**src/core/rdc_pkg.sv**
```systemverilog
package rdc_pkg;

    // ****************************************************************
    // Register map and field layout
    // ****************************************************************
    localparam logic [31:0] REG_CONFIG_OFS    = 32'h0000001C;
    localparam logic [31:0] CONFIG_RESET      = 32'h00080000;
    localparam logic [31:0] CONFIG_WR_MASK    = 32'h00FF7F7D;
    localparam int          IQ_SEL_LSB        = 21;
    localparam int          TEST_FILT_BIT     = 20;
    localparam int          SOF_RESYNC_BIT    = 19;
    localparam int          CORR_CLR_BIT      = 18;
    localparam int          VALID_FILT_BIT    = 17;
    localparam int          DATA_EARLY_BIT    = 16;
    localparam int          SUBC_THR_LSB      = 12;
    localparam int          PHASE_THR_LSB     = 8;
    localparam int          SHORT_EVAL_BIT    = 7;
    localparam int          COLL_SEL_LSB      = 5;
    localparam int          PRE_AVG_BIT       = 4;
    localparam int          RECT_SHAPE_BIT    = 3;
    localparam int          SYNC_HIGH_BIT     = 2;
    localparam int          FSK_FLAG_BIT      = 1;
    localparam int          PHASE_SHIFT_SCHEME_SELECT_SEL_BIT      = 0;
    localparam int          AVG_GROUP         = 4;

    // I/Q channel selection
    typedef enum logic [2:0] {
        IQ_BOTH = 3'h0, IQ_I_ONLY = 3'h1, IQ_Q_ONLY = 3'h2, IQ_RSV3 = 3'h3,
        IQ_STRONGEST = 3'h4, IQ_FIRST = 3'h5, IQ_RSV6 = 3'h6, IQ_RSV7 = 3'h7
    } rdc_iq_e;

    // Collision strength select
    typedef enum logic [1:0] {
        COLL_12P5 = 2'h0, COLL_25 = 2'h1, COLL_50 = 2'h2, COLL_OFF = 2'h3
    } rdc_coll_e;

    // Decoded controls handed to the demodulator datapath
    typedef struct packed {
        logic       use_i;
        logic       use_q;
        logic       use_strongest;
        logic       use_first;
        logic       sof_equal_resync_enable;
        logic       correlator_clear_enable;
        logic       phase_validity_filter_disable;
        logic       data_before_min;
        logic       pre_average;
        logic       rectangular_shaping;
        logic       sync_high;
        logic       phase_shift_scheme_select;
        logic [1:0] collision_strength_select;
    } rdc_ctrl_s;

endpackage

```
**src/core/rdc_top.sv**
```systemverilog
// Operation
// - Decode I/Q select into channel usage
// - Bit 19 enables SOF equal-value resync
// - Bit 18 clears correlator on receive reset
// - Bit 17 chooses filtered or plain 0110
// - Bit 16 accepts data before first minimum
// - Bits 15:12 give subcarrier threshold
// - Table adjusts subcarrier threshold by up to three
// - Bits 11:8 give phase threshold
// - Table adjusts phase threshold by up to three
// - Read-only bit 7 picks eval length
// - Bits 6:5 pick collision strength
// - Bit 4 averages four samples
// - Bit 3 enables rectangular shaping
// - Bit 2 places grid at max/min
// - Read-only bit 1 flags FREQ_SHIFT_SCHEME_FLAG scheme
// - Writable bit 0 selects PHASE_SHIFT_SCHEME_SELECT, resets 0
// - Bits 31:24 read zero
`timescale 1ns/1ns
`default_nettype none

module rdc_top #(
    parameter int SAMPLE_W = 8
) (
    input  wire logic                 CLK,
    input  wire logic                 SYS_RST,
    input  wire logic                 HSEL,
    input  wire logic [31:0]          HADDR,
    input  wire logic [1:0]           HTRANS,
    input  wire logic                 HWRITE,
    input  wire logic [2:0]           HSIZE,
    input  wire logic [31:0]          HWDATA,
    input  wire logic                 HREADY,
    output logic      [31:0]          HRDATA,
    output logic                      HREADYOUT,
    output logic                      HRESP,
    input  wire logic                 SHORT_EVAL_IN,
    input  wire logic                 FSK_ACTIVE_IN,
    input  wire logic [2:0]           LUT_SUBC_ADJ,
    input  wire logic [2:0]           LUT_PHASE_ADJ,
    input  wire logic                 LUT_LOAD,
    input  wire logic                 RX_RESET,
    input  wire logic                 CORR_EQUAL,
    input  wire logic                 SAMPLE_VALID,
    input  wire logic [SAMPLE_W-1:0]  SAMPLE_IN,
    output logic                      SAMPLE_OUT_VALID,
    output logic      [SAMPLE_W-1:0]  SAMPLE_OUT,
    output logic                      CORR_CLEAR,
    output logic                      SOF_RESYNC,
    output logic      [3:0]           SUBC_THRESHOLD,
    output logic      [3:0]           PHASE_THRESHOLD,
    output rdc_pkg::rdc_ctrl_s        CTRL
);

    // ****************************************************************
    // AHB-Lite slave
    // ****************************************************************
    logic        cfg_wr_ff, nxt_cfg_wr;
    logic        rd_ok_ff;
    logic [31:0] cfg_ff;
    logic        short_eval_ff;
    logic        fsk_ff;

    // Address phase decode; writes of any HSIZE to the one register land
    wire addr_ok  = HADDR == rdc_pkg::REG_CONFIG_OFS;
    wire take     = HSEL && HREADY && HTRANS[1];
    assign nxt_cfg_wr = take && HWRITE && addr_ok;

    always_ff @(posedge CLK) begin
        if (SYS_RST) begin
            cfg_wr_ff <= 1'b0;
            rd_ok_ff  <= 1'b0;
        end else begin
            cfg_wr_ff <= nxt_cfg_wr;
            rd_ok_ff  <= take && !HWRITE && addr_ok;
        end
    end

    // Zero wait states and always OKAY keeps the slave trivially simple
    always_ff @(posedge CLK) begin
        if (SYS_RST) begin
            HREADYOUT <= 1'b1;
            HRESP     <= 1'b0;
        end else begin
            HREADYOUT <= 1'b1;
            HRESP     <= 1'b0;
        end
    end

    // ****************************************************************
    // Configuration register
    // ****************************************************************
    // Status inputs sampled from the same clock domain
    always_ff @(posedge CLK) begin
        if (SYS_RST) begin
            short_eval_ff <= 1'b0;
            fsk_ff        <= 1'b0;
        end else begin
            short_eval_ff <= SHORT_EVAL_IN;
            fsk_ff        <= FSK_ACTIVE_IN;
        end
    end

    // Relative table adjust: sign-magnitude step, saturated at 0 and 15
    function automatic logic [3:0] adj4(input logic [3:0] cur, input logic [2:0] d);
        logic [4:0] sum;
        sum = 5'h00;
        if (d[2]) begin
            sum = {1'b0, cur} - {3'h0, d[1:0]};
            adj4 = sum[4] ? 4'h0 : sum[3:0];
        end else begin
            sum = {1'b0, cur} + {3'h0, d[1:0]};
            adj4 = sum[4] ? 4'hF : sum[3:0];
        end
    endfunction

    wire [3:0] subc_adj  = adj4(cfg_ff[rdc_pkg::SUBC_THR_LSB +: 4], LUT_SUBC_ADJ);
    wire [3:0] phase_adj = adj4(cfg_ff[rdc_pkg::PHASE_THR_LSB +: 4], LUT_PHASE_ADJ);
    wire [31:0] wr_val   = (HWDATA & rdc_pkg::CONFIG_WR_MASK)
                         | (cfg_ff & ~rdc_pkg::CONFIG_WR_MASK);

    // Bus write wins over a table load arriving in the same cycle
    always_ff @(posedge CLK) begin
        if (SYS_RST) begin
            cfg_ff <= rdc_pkg::CONFIG_RESET;
        end else if (cfg_wr_ff) begin
            cfg_ff <= wr_val;
        end else if (LUT_LOAD) begin
            cfg_ff[rdc_pkg::SUBC_THR_LSB +: 4]  <= subc_adj;
            cfg_ff[rdc_pkg::PHASE_THR_LSB +: 4] <= phase_adj;
        end
    end

    // Read view: reserved high byte zero, read-only bits from live status
    wire [31:0] rd_view = {8'h00, cfg_ff[23:8], short_eval_ff, cfg_ff[6:2],
                           fsk_ff, cfg_ff[0]};

    always_ff @(posedge CLK) begin
        if (SYS_RST) begin
            HRDATA <= 32'h00000000;
        end else begin
            HRDATA <= (take && !HWRITE && addr_ok) ? rd_view : 32'h00000000;
        end
    end

    // ****************************************************************
    // Decoded controls
    // ****************************************************************
    rdc_pkg::rdc_iq_e iq_sel;
    rdc_pkg::rdc_ctrl_s nxt_ctrl;
    assign iq_sel = rdc_pkg::rdc_iq_e'(cfg_ff[rdc_pkg::IQ_SEL_LSB +: 3]);

    // Reserved I/Q codes fall back to using neither channel
    always_comb begin
        nxt_ctrl = '0;
        unique case (iq_sel)
            rdc_pkg::IQ_BOTH:      begin nxt_ctrl.use_i = 1'b1; nxt_ctrl.use_q = 1'b1; end
            rdc_pkg::IQ_I_ONLY:    nxt_ctrl.use_i = 1'b1;
            rdc_pkg::IQ_Q_ONLY:    nxt_ctrl.use_q = 1'b1;
            rdc_pkg::IQ_STRONGEST: nxt_ctrl.use_strongest = 1'b1;
            rdc_pkg::IQ_FIRST:     nxt_ctrl.use_first = 1'b1;
            default:               nxt_ctrl.use_i = 1'b0;
        endcase
        nxt_ctrl.sof_equal_resync_enable       = cfg_ff[rdc_pkg::SOF_RESYNC_BIT];
        nxt_ctrl.correlator_clear_enable       = cfg_ff[rdc_pkg::CORR_CLR_BIT];
        nxt_ctrl.phase_validity_filter_disable = cfg_ff[rdc_pkg::VALID_FILT_BIT];
        nxt_ctrl.data_before_min               = cfg_ff[rdc_pkg::DATA_EARLY_BIT];
        nxt_ctrl.pre_average                   = cfg_ff[rdc_pkg::PRE_AVG_BIT];
        nxt_ctrl.rectangular_shaping           = cfg_ff[rdc_pkg::RECT_SHAPE_BIT];
        nxt_ctrl.sync_high                     = cfg_ff[rdc_pkg::SYNC_HIGH_BIT];
        nxt_ctrl.phase_shift_scheme_select     = cfg_ff[rdc_pkg::PHASE_SHIFT_SCHEME_SELECT_SEL_BIT];
        nxt_ctrl.collision_strength_select     = cfg_ff[rdc_pkg::COLL_SEL_LSB +: 2];
    end

    // Controls and thresholds are registered so every output is a flop
    always_ff @(posedge CLK) begin
        if (SYS_RST) begin
            CTRL            <= '0;
            SUBC_THRESHOLD  <= 4'h0;
            PHASE_THRESHOLD <= 4'h0;
            CORR_CLEAR      <= 1'b0;
            SOF_RESYNC      <= 1'b0;
        end else begin
            CTRL            <= nxt_ctrl;
            SUBC_THRESHOLD  <= cfg_ff[rdc_pkg::SUBC_THR_LSB +: 4];
            PHASE_THRESHOLD <= cfg_ff[rdc_pkg::PHASE_THR_LSB +: 4];
            CORR_CLEAR      <= RX_RESET && cfg_ff[rdc_pkg::CORR_CLR_BIT];
            SOF_RESYNC      <= CORR_EQUAL && cfg_ff[rdc_pkg::SOF_RESYNC_BIT];
        end
    end

    // ****************************************************************
    // Sample pre-averaging
    // ****************************************************************
    logic [SAMPLE_W+1:0] acc_ff;
    logic [1:0]          cnt_ff;
    wire  [SAMPLE_W+1:0] acc_sum = acc_ff + {2'b00, SAMPLE_IN};
    wire                 grp_end = cnt_ff == 2'(rdc_pkg::AVG_GROUP - 1);

    // Averaging trades sample rate for noise; RX_RESET restarts a group
    always_ff @(posedge CLK) begin
        if (SYS_RST || RX_RESET) begin
            acc_ff           <= '0;
            cnt_ff           <= 2'h0;
            SAMPLE_OUT_VALID <= 1'b0;
            SAMPLE_OUT       <= '0;
        end else if (!SAMPLE_VALID) begin
            SAMPLE_OUT_VALID <= 1'b0;
        end else if (!cfg_ff[rdc_pkg::PRE_AVG_BIT]) begin
            SAMPLE_OUT_VALID <= 1'b1;
            SAMPLE_OUT       <= SAMPLE_IN;
            cnt_ff           <= 2'h0;
            acc_ff           <= '0;
        end else if (grp_end) begin
            SAMPLE_OUT_VALID <= 1'b1;
            SAMPLE_OUT       <= acc_sum[SAMPLE_W+1:2];
            cnt_ff           <= 2'h0;
            acc_ff           <= '0;
        end else begin
            SAMPLE_OUT_VALID <= 1'b0;
            cnt_ff           <= cnt_ff + 2'h1;
            acc_ff           <= acc_sum;
        end
    end

    // ****************************************************************
    // Checks
    // ****************************************************************
    chk_reserved_zero: assert property (@(posedge CLK) disable iff (SYS_RST)
        HRDATA[31:24] == 8'h00) else $error("reserved bits read nonzero");
    chk_ro_unchanged: assert property (@(posedge CLK) disable iff (SYS_RST)
        cfg_wr_ff |=> (cfg_ff[7] == $past(cfg_ff[7]) && cfg_ff[1] == $past(cfg_ff[1])))
        else $error("read-only bit changed on write");
    chk_corr_clear: assert property (@(posedge CLK) disable iff (SYS_RST)
        (RX_RESET && cfg_ff[18]) |=> CORR_CLEAR) else $error("correlator clear missed");
    chk_resync_gate: assert property (@(posedge CLK) disable iff (SYS_RST)
        SOF_RESYNC |-> $past(CORR_EQUAL && cfg_ff[19])) else $error("resync without cause");
    chk_fsk_reads: assert property (@(posedge CLK) disable iff (SYS_RST)
        (take && !HWRITE && addr_ok) |=> HRDATA[1] == $past(fsk_ff)) else $error("fsk flag mismatch");
    chk_eval_reads: assert property (@(posedge CLK) disable iff (SYS_RST)
        (take && !HWRITE && addr_ok) |=> HRDATA[7] == $past(short_eval_ff))
        else $error("eval bit mismatch");
    chk_phase_shift_scheme_select_write: assert property (@(posedge CLK) disable iff (SYS_RST)
        nxt_cfg_wr |=> ##2 CTRL.phase_shift_scheme_select == $past(HWDATA[0], 2))
        else $error("phase_shift_scheme_select select not written");
    chk_subc_thr: assert property (@(posedge CLK) disable iff (SYS_RST)
        SUBC_THRESHOLD == $past(cfg_ff[15:12])) else $error("subcarrier threshold wrong");
    chk_phase_thr: assert property (@(posedge CLK) disable iff (SYS_RST)
        PHASE_THRESHOLD == $past(cfg_ff[11:8])) else $error("phase threshold wrong");
    chk_subc_step: assert property (@(posedge CLK) disable iff (SYS_RST)
        (LUT_LOAD && !cfg_wr_ff && !LUT_SUBC_ADJ[2] && cfg_ff[15:12] < 4'hC)
        |=> cfg_ff[15:12] == $past(cfg_ff[15:12]) + {2'b00, $past(LUT_SUBC_ADJ[1:0])})
        else $error("subcarrier adjust wrong");
    chk_coll_sel: assert property (@(posedge CLK) disable iff (SYS_RST)
        CTRL.collision_strength_select == $past(cfg_ff[6:5])) else $error("collision select wrong");

    // ****************************************************************
    // Bus checks
    // ****************************************************************
    // The master waits on ready, so a low ready here would hang the bus
    chk_ready_high: assert property (@(posedge CLK) disable iff (SYS_RST)
        HREADYOUT)
        else $error("ready dropped");
    // Error responses are never produced by this slave
    chk_resp_okay: assert property (@(posedge CLK) disable iff (SYS_RST)
        !HRESP)
        else $error("response not okay");
    // Read data stays zero outside a decoded read data phase
    chk_rd_idle_zero: assert property (@(posedge CLK) disable iff (SYS_RST)
        !(take && !HWRITE && addr_ok)
        |=> HRDATA == 32'h00000000)
        else $error("read data outside data phase");
    // Every writable bit takes the data phase word
    chk_write_lands: assert property (@(posedge CLK) disable iff (SYS_RST)
        cfg_wr_ff
        |=> (cfg_ff & rdc_pkg::CONFIG_WR_MASK) == ($past(HWDATA) & rdc_pkg::CONFIG_WR_MASK))
        else $error("write did not land");

    // ****************************************************************
    // Field checks
    // ****************************************************************
    // Each control bit follows its register bit one cycle later
    chk_sync_high: assert property (@(posedge CLK) disable iff (SYS_RST)
        CTRL.sync_high == $past(cfg_ff[2]))
        else $error("grid placement wrong");
    chk_rect_shape: assert property (@(posedge CLK) disable iff (SYS_RST)
        CTRL.rectangular_shaping == $past(cfg_ff[3]))
        else $error("shaping select wrong");
    chk_data_early: assert property (@(posedge CLK) disable iff (SYS_RST)
        CTRL.data_before_min == $past(cfg_ff[16]))
        else $error("early data select wrong");
    chk_valid_filt: assert property (@(posedge CLK) disable iff (SYS_RST)
        CTRL.phase_validity_filter_disable == $past(cfg_ff[17]))
        else $error("validity filter select wrong");
    // Both channels for code zero, none for reserved codes
    chk_iq_both: assert property (@(posedge CLK) disable iff (SYS_RST)
        cfg_ff[23:21] == 3'h0
        |=> CTRL.use_i && CTRL.use_q && !CTRL.use_strongest && !CTRL.use_first)
        else $error("both channels not selected");
    chk_iq_reserved: assert property (@(posedge CLK) disable iff (SYS_RST)
        (cfg_ff[23:21] inside {3'h3, 3'h6, 3'h7})
        |=> !CTRL.use_i && !CTRL.use_q && !CTRL.use_strongest && !CTRL.use_first)
        else $error("reserved channel code used");
    // Event outputs fire exactly when their enable allows
    chk_resync_fire: assert property (@(posedge CLK) disable iff (SYS_RST)
        (CORR_EQUAL && cfg_ff[19])
        |=> SOF_RESYNC)
        else $error("resync missed");
    chk_clear_quiet: assert property (@(posedge CLK) disable iff (SYS_RST)
        !cfg_ff[18]
        |=> !CORR_CLEAR)
        else $error("clear while disabled");

    // ****************************************************************
    // Table checks
    // ****************************************************************
    // Negative steps must floor at zero rather than wrap to a high level
    chk_phase_step: assert property (@(posedge CLK) disable iff (SYS_RST)
        (LUT_LOAD && !cfg_wr_ff && LUT_PHASE_ADJ[2] && cfg_ff[11:8] > 4'h2)
        |=> cfg_ff[11:8] == $past(cfg_ff[11:8]) - {2'b00, $past(LUT_PHASE_ADJ[1:0])})
        else $error("phase adjust wrong");
    chk_subc_floor: assert property (@(posedge CLK) disable iff (SYS_RST)
        (LUT_LOAD && !cfg_wr_ff && LUT_SUBC_ADJ[2] && cfg_ff[15:12] < {2'b00, LUT_SUBC_ADJ[1:0]})
        |=> cfg_ff[15:12] == 4'h0)
        else $error("subcarrier floor wrong");
    chk_phase_ceiling: assert property (@(posedge CLK) disable iff (SYS_RST)
        (LUT_LOAD && !cfg_wr_ff && !LUT_PHASE_ADJ[2]
         && ({1'b0, cfg_ff[11:8]} + {3'h0, LUT_PHASE_ADJ[1:0]}) > 5'h0F)
        |=> cfg_ff[11:8] == 4'hF)
        else $error("phase ceiling wrong");

    // ****************************************************************
    // Sample checks
    // ****************************************************************
    // Mid-group samples are swallowed while averaging
    chk_avg_hold: assert property (@(posedge CLK) disable iff (SYS_RST)
        (SAMPLE_VALID && cfg_ff[4] && !grp_end && !RX_RESET)
        |=> !SAMPLE_OUT_VALID)
        else $error("output inside a group");
    // Without averaging each sample passes one cycle late
    chk_pass_through: assert property (@(posedge CLK) disable iff (SYS_RST)
        (SAMPLE_VALID && !cfg_ff[4] && !RX_RESET)
        |=> SAMPLE_OUT_VALID && SAMPLE_OUT == $past(SAMPLE_IN))
        else $error("pass-through sample wrong");

endmodule

`default_nettype wire

```
**config.mk**
```make
export PLATFORM = sky130hd
export DESIGN_NAME = rdc_top
export DESIGN_NICKNAME = d
export VERILOG_FILES = /design/src/core/rdc_pkg.sv /design/src/core/rdc_top.sv
export SDC_FILE = /design/constraint.sdc
export NUM_CORES = 1
export LEC_CHECK = 0
export ABC_CLOCK_PERIOD_IN_PS = 2300
export BUFFER_PORTS_ARGS = -buffer_cell sky130_fd_sc_hd__buf_2
export CAP_MARGIN = 20
export CORE_AREA = 2 2 112 114
export DETAILED_ROUTE_END_ITERATION = 12
export DIE_AREA = 0 0 114 116
export HOLD_SLACK_MARGIN = 0.08
export PLACE_DENSITY = 0.69
export SKIP_LAST_GASP = 1
export SLEW_MARGIN = 30
export SYNTH_ARGS = -nofsm -noshare
export SYNTH_HDL_FRONTEND = slang
export SYNTH_SLANG_ARGS = --single-unit
```
**constraint.sdc**
```tcl
create_clock -name CLK -period 2.3 [get_ports CLK]
set_input_delay 0.115 -clock CLK [delete_from_list [all_inputs] [get_ports CLK]]
set_output_delay 0.115 -clock CLK [all_outputs]
set_load 0.03 [all_outputs]
```
After elaboration in Yosys (flattened, before gate mapping)
Cells that the tools add are included.
{"block": "classes", "mux": 20, "bitwise": 3, "addsub": 6, "n_eq_ne": 7, "reduce_logical": 17}
{"cell": "$eq A32 B5 Y1 const B", "n": 1}
{"cell": "$mux W8", "n": 4}
{"cell": "$or A24 B32 Y32", "n": 1}
{"cell": "$mux W4", "n": 6}
{"cell": "$mux W10", "n": 2}
{"cell": "$add A10 B8 Y10", "n": 1}
{"cell": "$add A4 B2 Y5", "n": 2}
{"cell": "$sub A4 B2 Y5", "n": 2}
{"cell": "$logic_and A1 B1 Y1", "n": 8}
{"cell": "$reduce_or A2 Y1", "n": 4}
{"cell": "$eq A3 B3 Y1 const B", "n": 2}
{"cell": "$mux W1", "n": 6}
{"cell": "$mux W2", "n": 2}
{"cell": "$eq A3 B1 Y1 const B", "n": 1}
{"cell": "$eq A3 B2 Y1 const B", "n": 1}
{"cell": "$logic_not A3 Y1", "n": 1}
{"cell": "$add A2 B1 Y2 const B", "n": 1}
{"cell": "$eq A2 B2 Y1 const B", "n": 1}
{"cell": "$ne A2 B1 Y1 const B", "n": 1}
{"cell": "$not A1 Y1", "n": 2}
{"cell": "$reduce_and A2 Y1", "n": 1}
{"cell": "$reduce_bool A2 Y1", "n": 1}
{"cell": "$logic_not A1 Y1", "n": 1}
{"cell": "$logic_or A1 B1 Y1", "n": 1}
{"block": "totals", "ff_bits": 112, "input_bits": 94}

Logic depth before layout (Yosys ltp)
{"block": "depth", "word_depth": 6, "depth_mapped": 8, "depth_no_buf": 8}

Worst setup path before layout
No wires, ideal clock.
{"block": "synth_timing", "kind": "register to register", "startpoint": "register acc_ff[0]", "endpoint": "register acc_ff[8]", "t_arrival_ns": 1.952, "path_buffers": 0, "path_stages_with_launch": 8, "setup_slack_ns": 0.253, "setup_ns": 0.095, "cell_sequence": "dfxtp_1 ha_1 fa_1 a21o_1 a21oi_1 o221ai_1 or4_1 o311ai_1"}
{"block": "synth_via", "elab_chain_cells": 3}
{"element": "start, declared", "line": "rdc_top.sv:195", "source": "logic [SAMPLE_W+1:0] acc_ff;"}
{"element": "start signal, assigned", "line": "rdc_top.sv:222", "source": "acc_ff <= acc_sum;"}
{"element": "$add A10 B8 Y10", "line": "rdc_top.sv:197", "source": "wire [SAMPLE_W+1:0] acc_sum = acc_ff + {2'b00, SAMPLE_IN};"}
{"element": "$mux W10", "line": "rdc_top.sv:214", "source": "end else if (grp_end) begin"}
{"element": "$mux W10", "line": "rdc_top.sv:209", "source": "end else if (!cfg_ff[rdc_pkg::PRE_AVG_BIT]) begin"}
Every way passes these cells.
A chain may end at the register's enable or synchronous reset.

Worst setup path in the final report
Same ends and word-level chain as after synthesis.

==> metrics.cfg <==
[clock_tree]
clock-sinks = 94
cts_setup_buffers = 0
cts_htree_levels = 3
cts_made_buffers = 9
cts_buffer_depth = 2
cts_tree = done
clk_pin_slew_ns = 0.06
root_buffer = clkbuf_16
clk_latency_ns = 0.34

[final_layout]
drive_gt1_frac = 0.276
layout_common_cells = buf_2, dfxtp_1, nor2_1, and2_1, dlygate4sd3_1
nNetsFinal = 706
syn_to_final_growth_pct = 31.8
fillers = 1141
antennaDiodeCount = 0
multi_input_area_um2 = 2010
finish.utilization = 0.454
register_area_um2 = 1880
final_common_cell = buf_2

[yosys]
netlist_area_um2 = 4110
synth.distinct_cells = 56
synth_flop_cell = dfxtp_1
yosys.area_share.simple = 0.215
avgSynthCellArea_um2 = 9.44
synth_edf_count = 0
ys_seq_area_frac = 0.458
yosysWarningCount = 0
async_flop_share = 0
synthAdderAreaFrac = 0.0762
synth_compound_area_frac = 0.121
synth_seq_cells = 94
synth_top_family_by_area = simple AND/OR/NAND/NOR gates
synthCells = 435
muxShareOfSynthArea = 0.0518
synthXorXnorAreaFrac = 0.0128

[floorplan]
initial_core_util = 0.345
rows = 40
ioPinCount = 161
die_w_um = 114
die_h_um = 116
fp.dieArea_um2 = 13200
coreArea_um2 = 11900

[timing]
min_period_ns = 2.12
hold_violations = 0
worst_slew_pin_slew_ns = 0.527
worst_hold_slack_ns = 0.103
rsz0062_at_grt = false
max_freq_mhz = 472
post-route-period-util = 0.922
max_slew_margin = 0.648
setup_viol = 0
clock_skew_ns = 0.00720
final_max_slew_viol_count = 0
tns_ns = 0

[drt]
drcViolationCount = 0
ant_nets = 0
drt_iter0_drc = 184
routed_wl_mm = 10.2
viasPerCell = 4.82
drt_pre_antenna_iters = 4
routedWlPerCell_um = 13.8
vias = 3573

[worst_setup_path]
crit_chain = ha_1 -> fa_1 -> a21o_1 -> a21oi_2 -> o221ai_2 -> or4_1 -> o311ai_1
crit_type = flip-flop to flip-flop
cp-end-kind = flip-flop
slowest_delay_ns = 0.42
r2r.worst_path.cells = 7
critPathBufInv = 0
slowest_stage = fa_1
critPathArrivalTime_ns = 2.36
crit_family = compound AO/OA/AOI/OAI gates
rrSetupSlack_ns = 0.18
reg2reg_from = acc_ff[0]
worst-path-stages = 7
cp_data_required_time_ns = 2.54
path_max_fanout = 3
startpoint_type = flip-flop
timing.rr.end = acc_ff[8]

[status]
status = completed

[global_route]
grt_start_max_net_pins = 30
grt_pass1_wl_mm = 15.8
grt_pass1_vias = 3443
antenna_found_initial = 0
grt_overflow = 0
grtUsageTotal = 0.151

[worst_hold_path]
hold_path_depth = 3
hp-class = input pin to flip-flop
hp-start = SAMPLE_IN[6]
worst_hold_path.endpoint = SAMPLE_OUT[6]

[power_and_ir_drop]
power.density_nw_per_um2 = 635
leakagePower_nw = 2.44
peakVddDrop_mv = 0.275

[job]
max_cap_viol_count = 0

[placement]
dp_hpwl_mm = 7.50
io_buffers = 135
place_congestion = 0.854

==> synth_stat cells, drive strengths merged (4+ instances only) <==
library cell	instances	area, µm²
o31ai	4	30.0
nor4	8	65.1
nand2	17	63.8
a21o	5	37.5
nand3	12	60.1
inv	20	75.1
ha	17	213
nor2	38	143
dfxtp	94	1880
o211ai	5	37.5
clkbuf	15	56.3
o21ai	14	70.1
nor3	12	60.1
a21oi	25	125
nor3b	5	37.5
and2	28	175
fa	5	100
nor2b	23	144
mux2i	19	190
xnor2	5	43.8
buf	17	126
==> sequential cells by signal, summed over array words and instances, names as in the netlist <==
name,cells
CTRL,14
CORR_CLEAR,1
short_eval_ff,1
cfg_ff,22
PHASE_THRESHOLD,4
acc_ff,10
SAMPLE_OUT,8
SUBC_THRESHOLD,4
SOF_RESYNC,1
cfg_wr_ff,1
SAMPLE_OUT_VALID,1
fsk_ff,1
HRDATA,24
cnt_ff,2
==> worst max path at each step <==
stage	start	to	slack, ns
final	acc_ff[0]	acc_ff[8]	0.18
after global routing	acc_ff[0]	acc_ff[8]	0.06
after CTS	acc_ff[0]	acc_ff[8]	0.07
after detailed placement	acc_ff[0]	acc_ff[8]	0.1
after global placement	acc_ff[0]	acc_ff[8]	0.15
after floorplan	acc_ff[0]	acc_ff[8]	0.25
==> tightest hold or removal path, delay by kind of cell <==
| family | cells | cell delay [ns] |
|---|---|---|
| and+or+nand+nor | 2 | 0.16 |
| buffers and inverters | 1 | 0.11 |
==> layout make-up <==
class | count | share of cell area
clock buffers | 12 | 0.0455
flip-flops and latches | 94 | 0.348
well taps | 147 | 0.0340
inverters | 20 | 0.0139
clock inverters | 4 | 0.00555
multi-input cells | 297 | 0.371
repair buffers | 168 | 0.183
==> through the flow <==
stage / total power, mW / setup WS (ns) / instances / cell area [µm²]
6_report: 3.44 / 0.179 / 742 / 5410
5_1_grt: 3.58 / 0.0607 / 742 / 5410
4_1_cts: 3.48 / 0.0679 / 742 / 5400
3_5_place_dp: 2.05 / 0.0984 / 700 / 4860
3_3_place_gp: 2.04 / 0.151 / 700 / 4860
2_1_floorplan: 1.93 / 0.253 / 443 / 4140
==> kinds of logic after synthesis <==
logic type / Yosys count
AO/OA/AOI/OAI: 77
XOR/XNOR: 6
adder cells (fa/ha/maj): 22
buffers and inverters: 52
flip-flops: 94
multiplexers: 21
other: 2
AND/OR/NAND/NOR: 161
==> power breakdown <==
part,internal (mW),switching (mW)
Clock,0.767,0.617
Sequential,1.65,0.0216
Combinational,0.167,0.210
Total,2.59,0.849
==> routing by layer <==
metal  track usage  vias to the layer above  part of all wire
li1              -                     1794                 -
met4        0.0577                        0             0.014
met5             0                        -                 0
met2         0.263                      128              0.49
met3        0.0324                       11             0.052
met1         0.182                     1640              0.45
==> what timing repair did <==
action                                 in CTS  in global routing
endpoints found under the hold margin      26                  0
resized for setup                           0                  2
hold buffers                               26                  0
setup endpoints to repair                   0                  1
No activity file was read; power rests on OpenSTA's default activity.
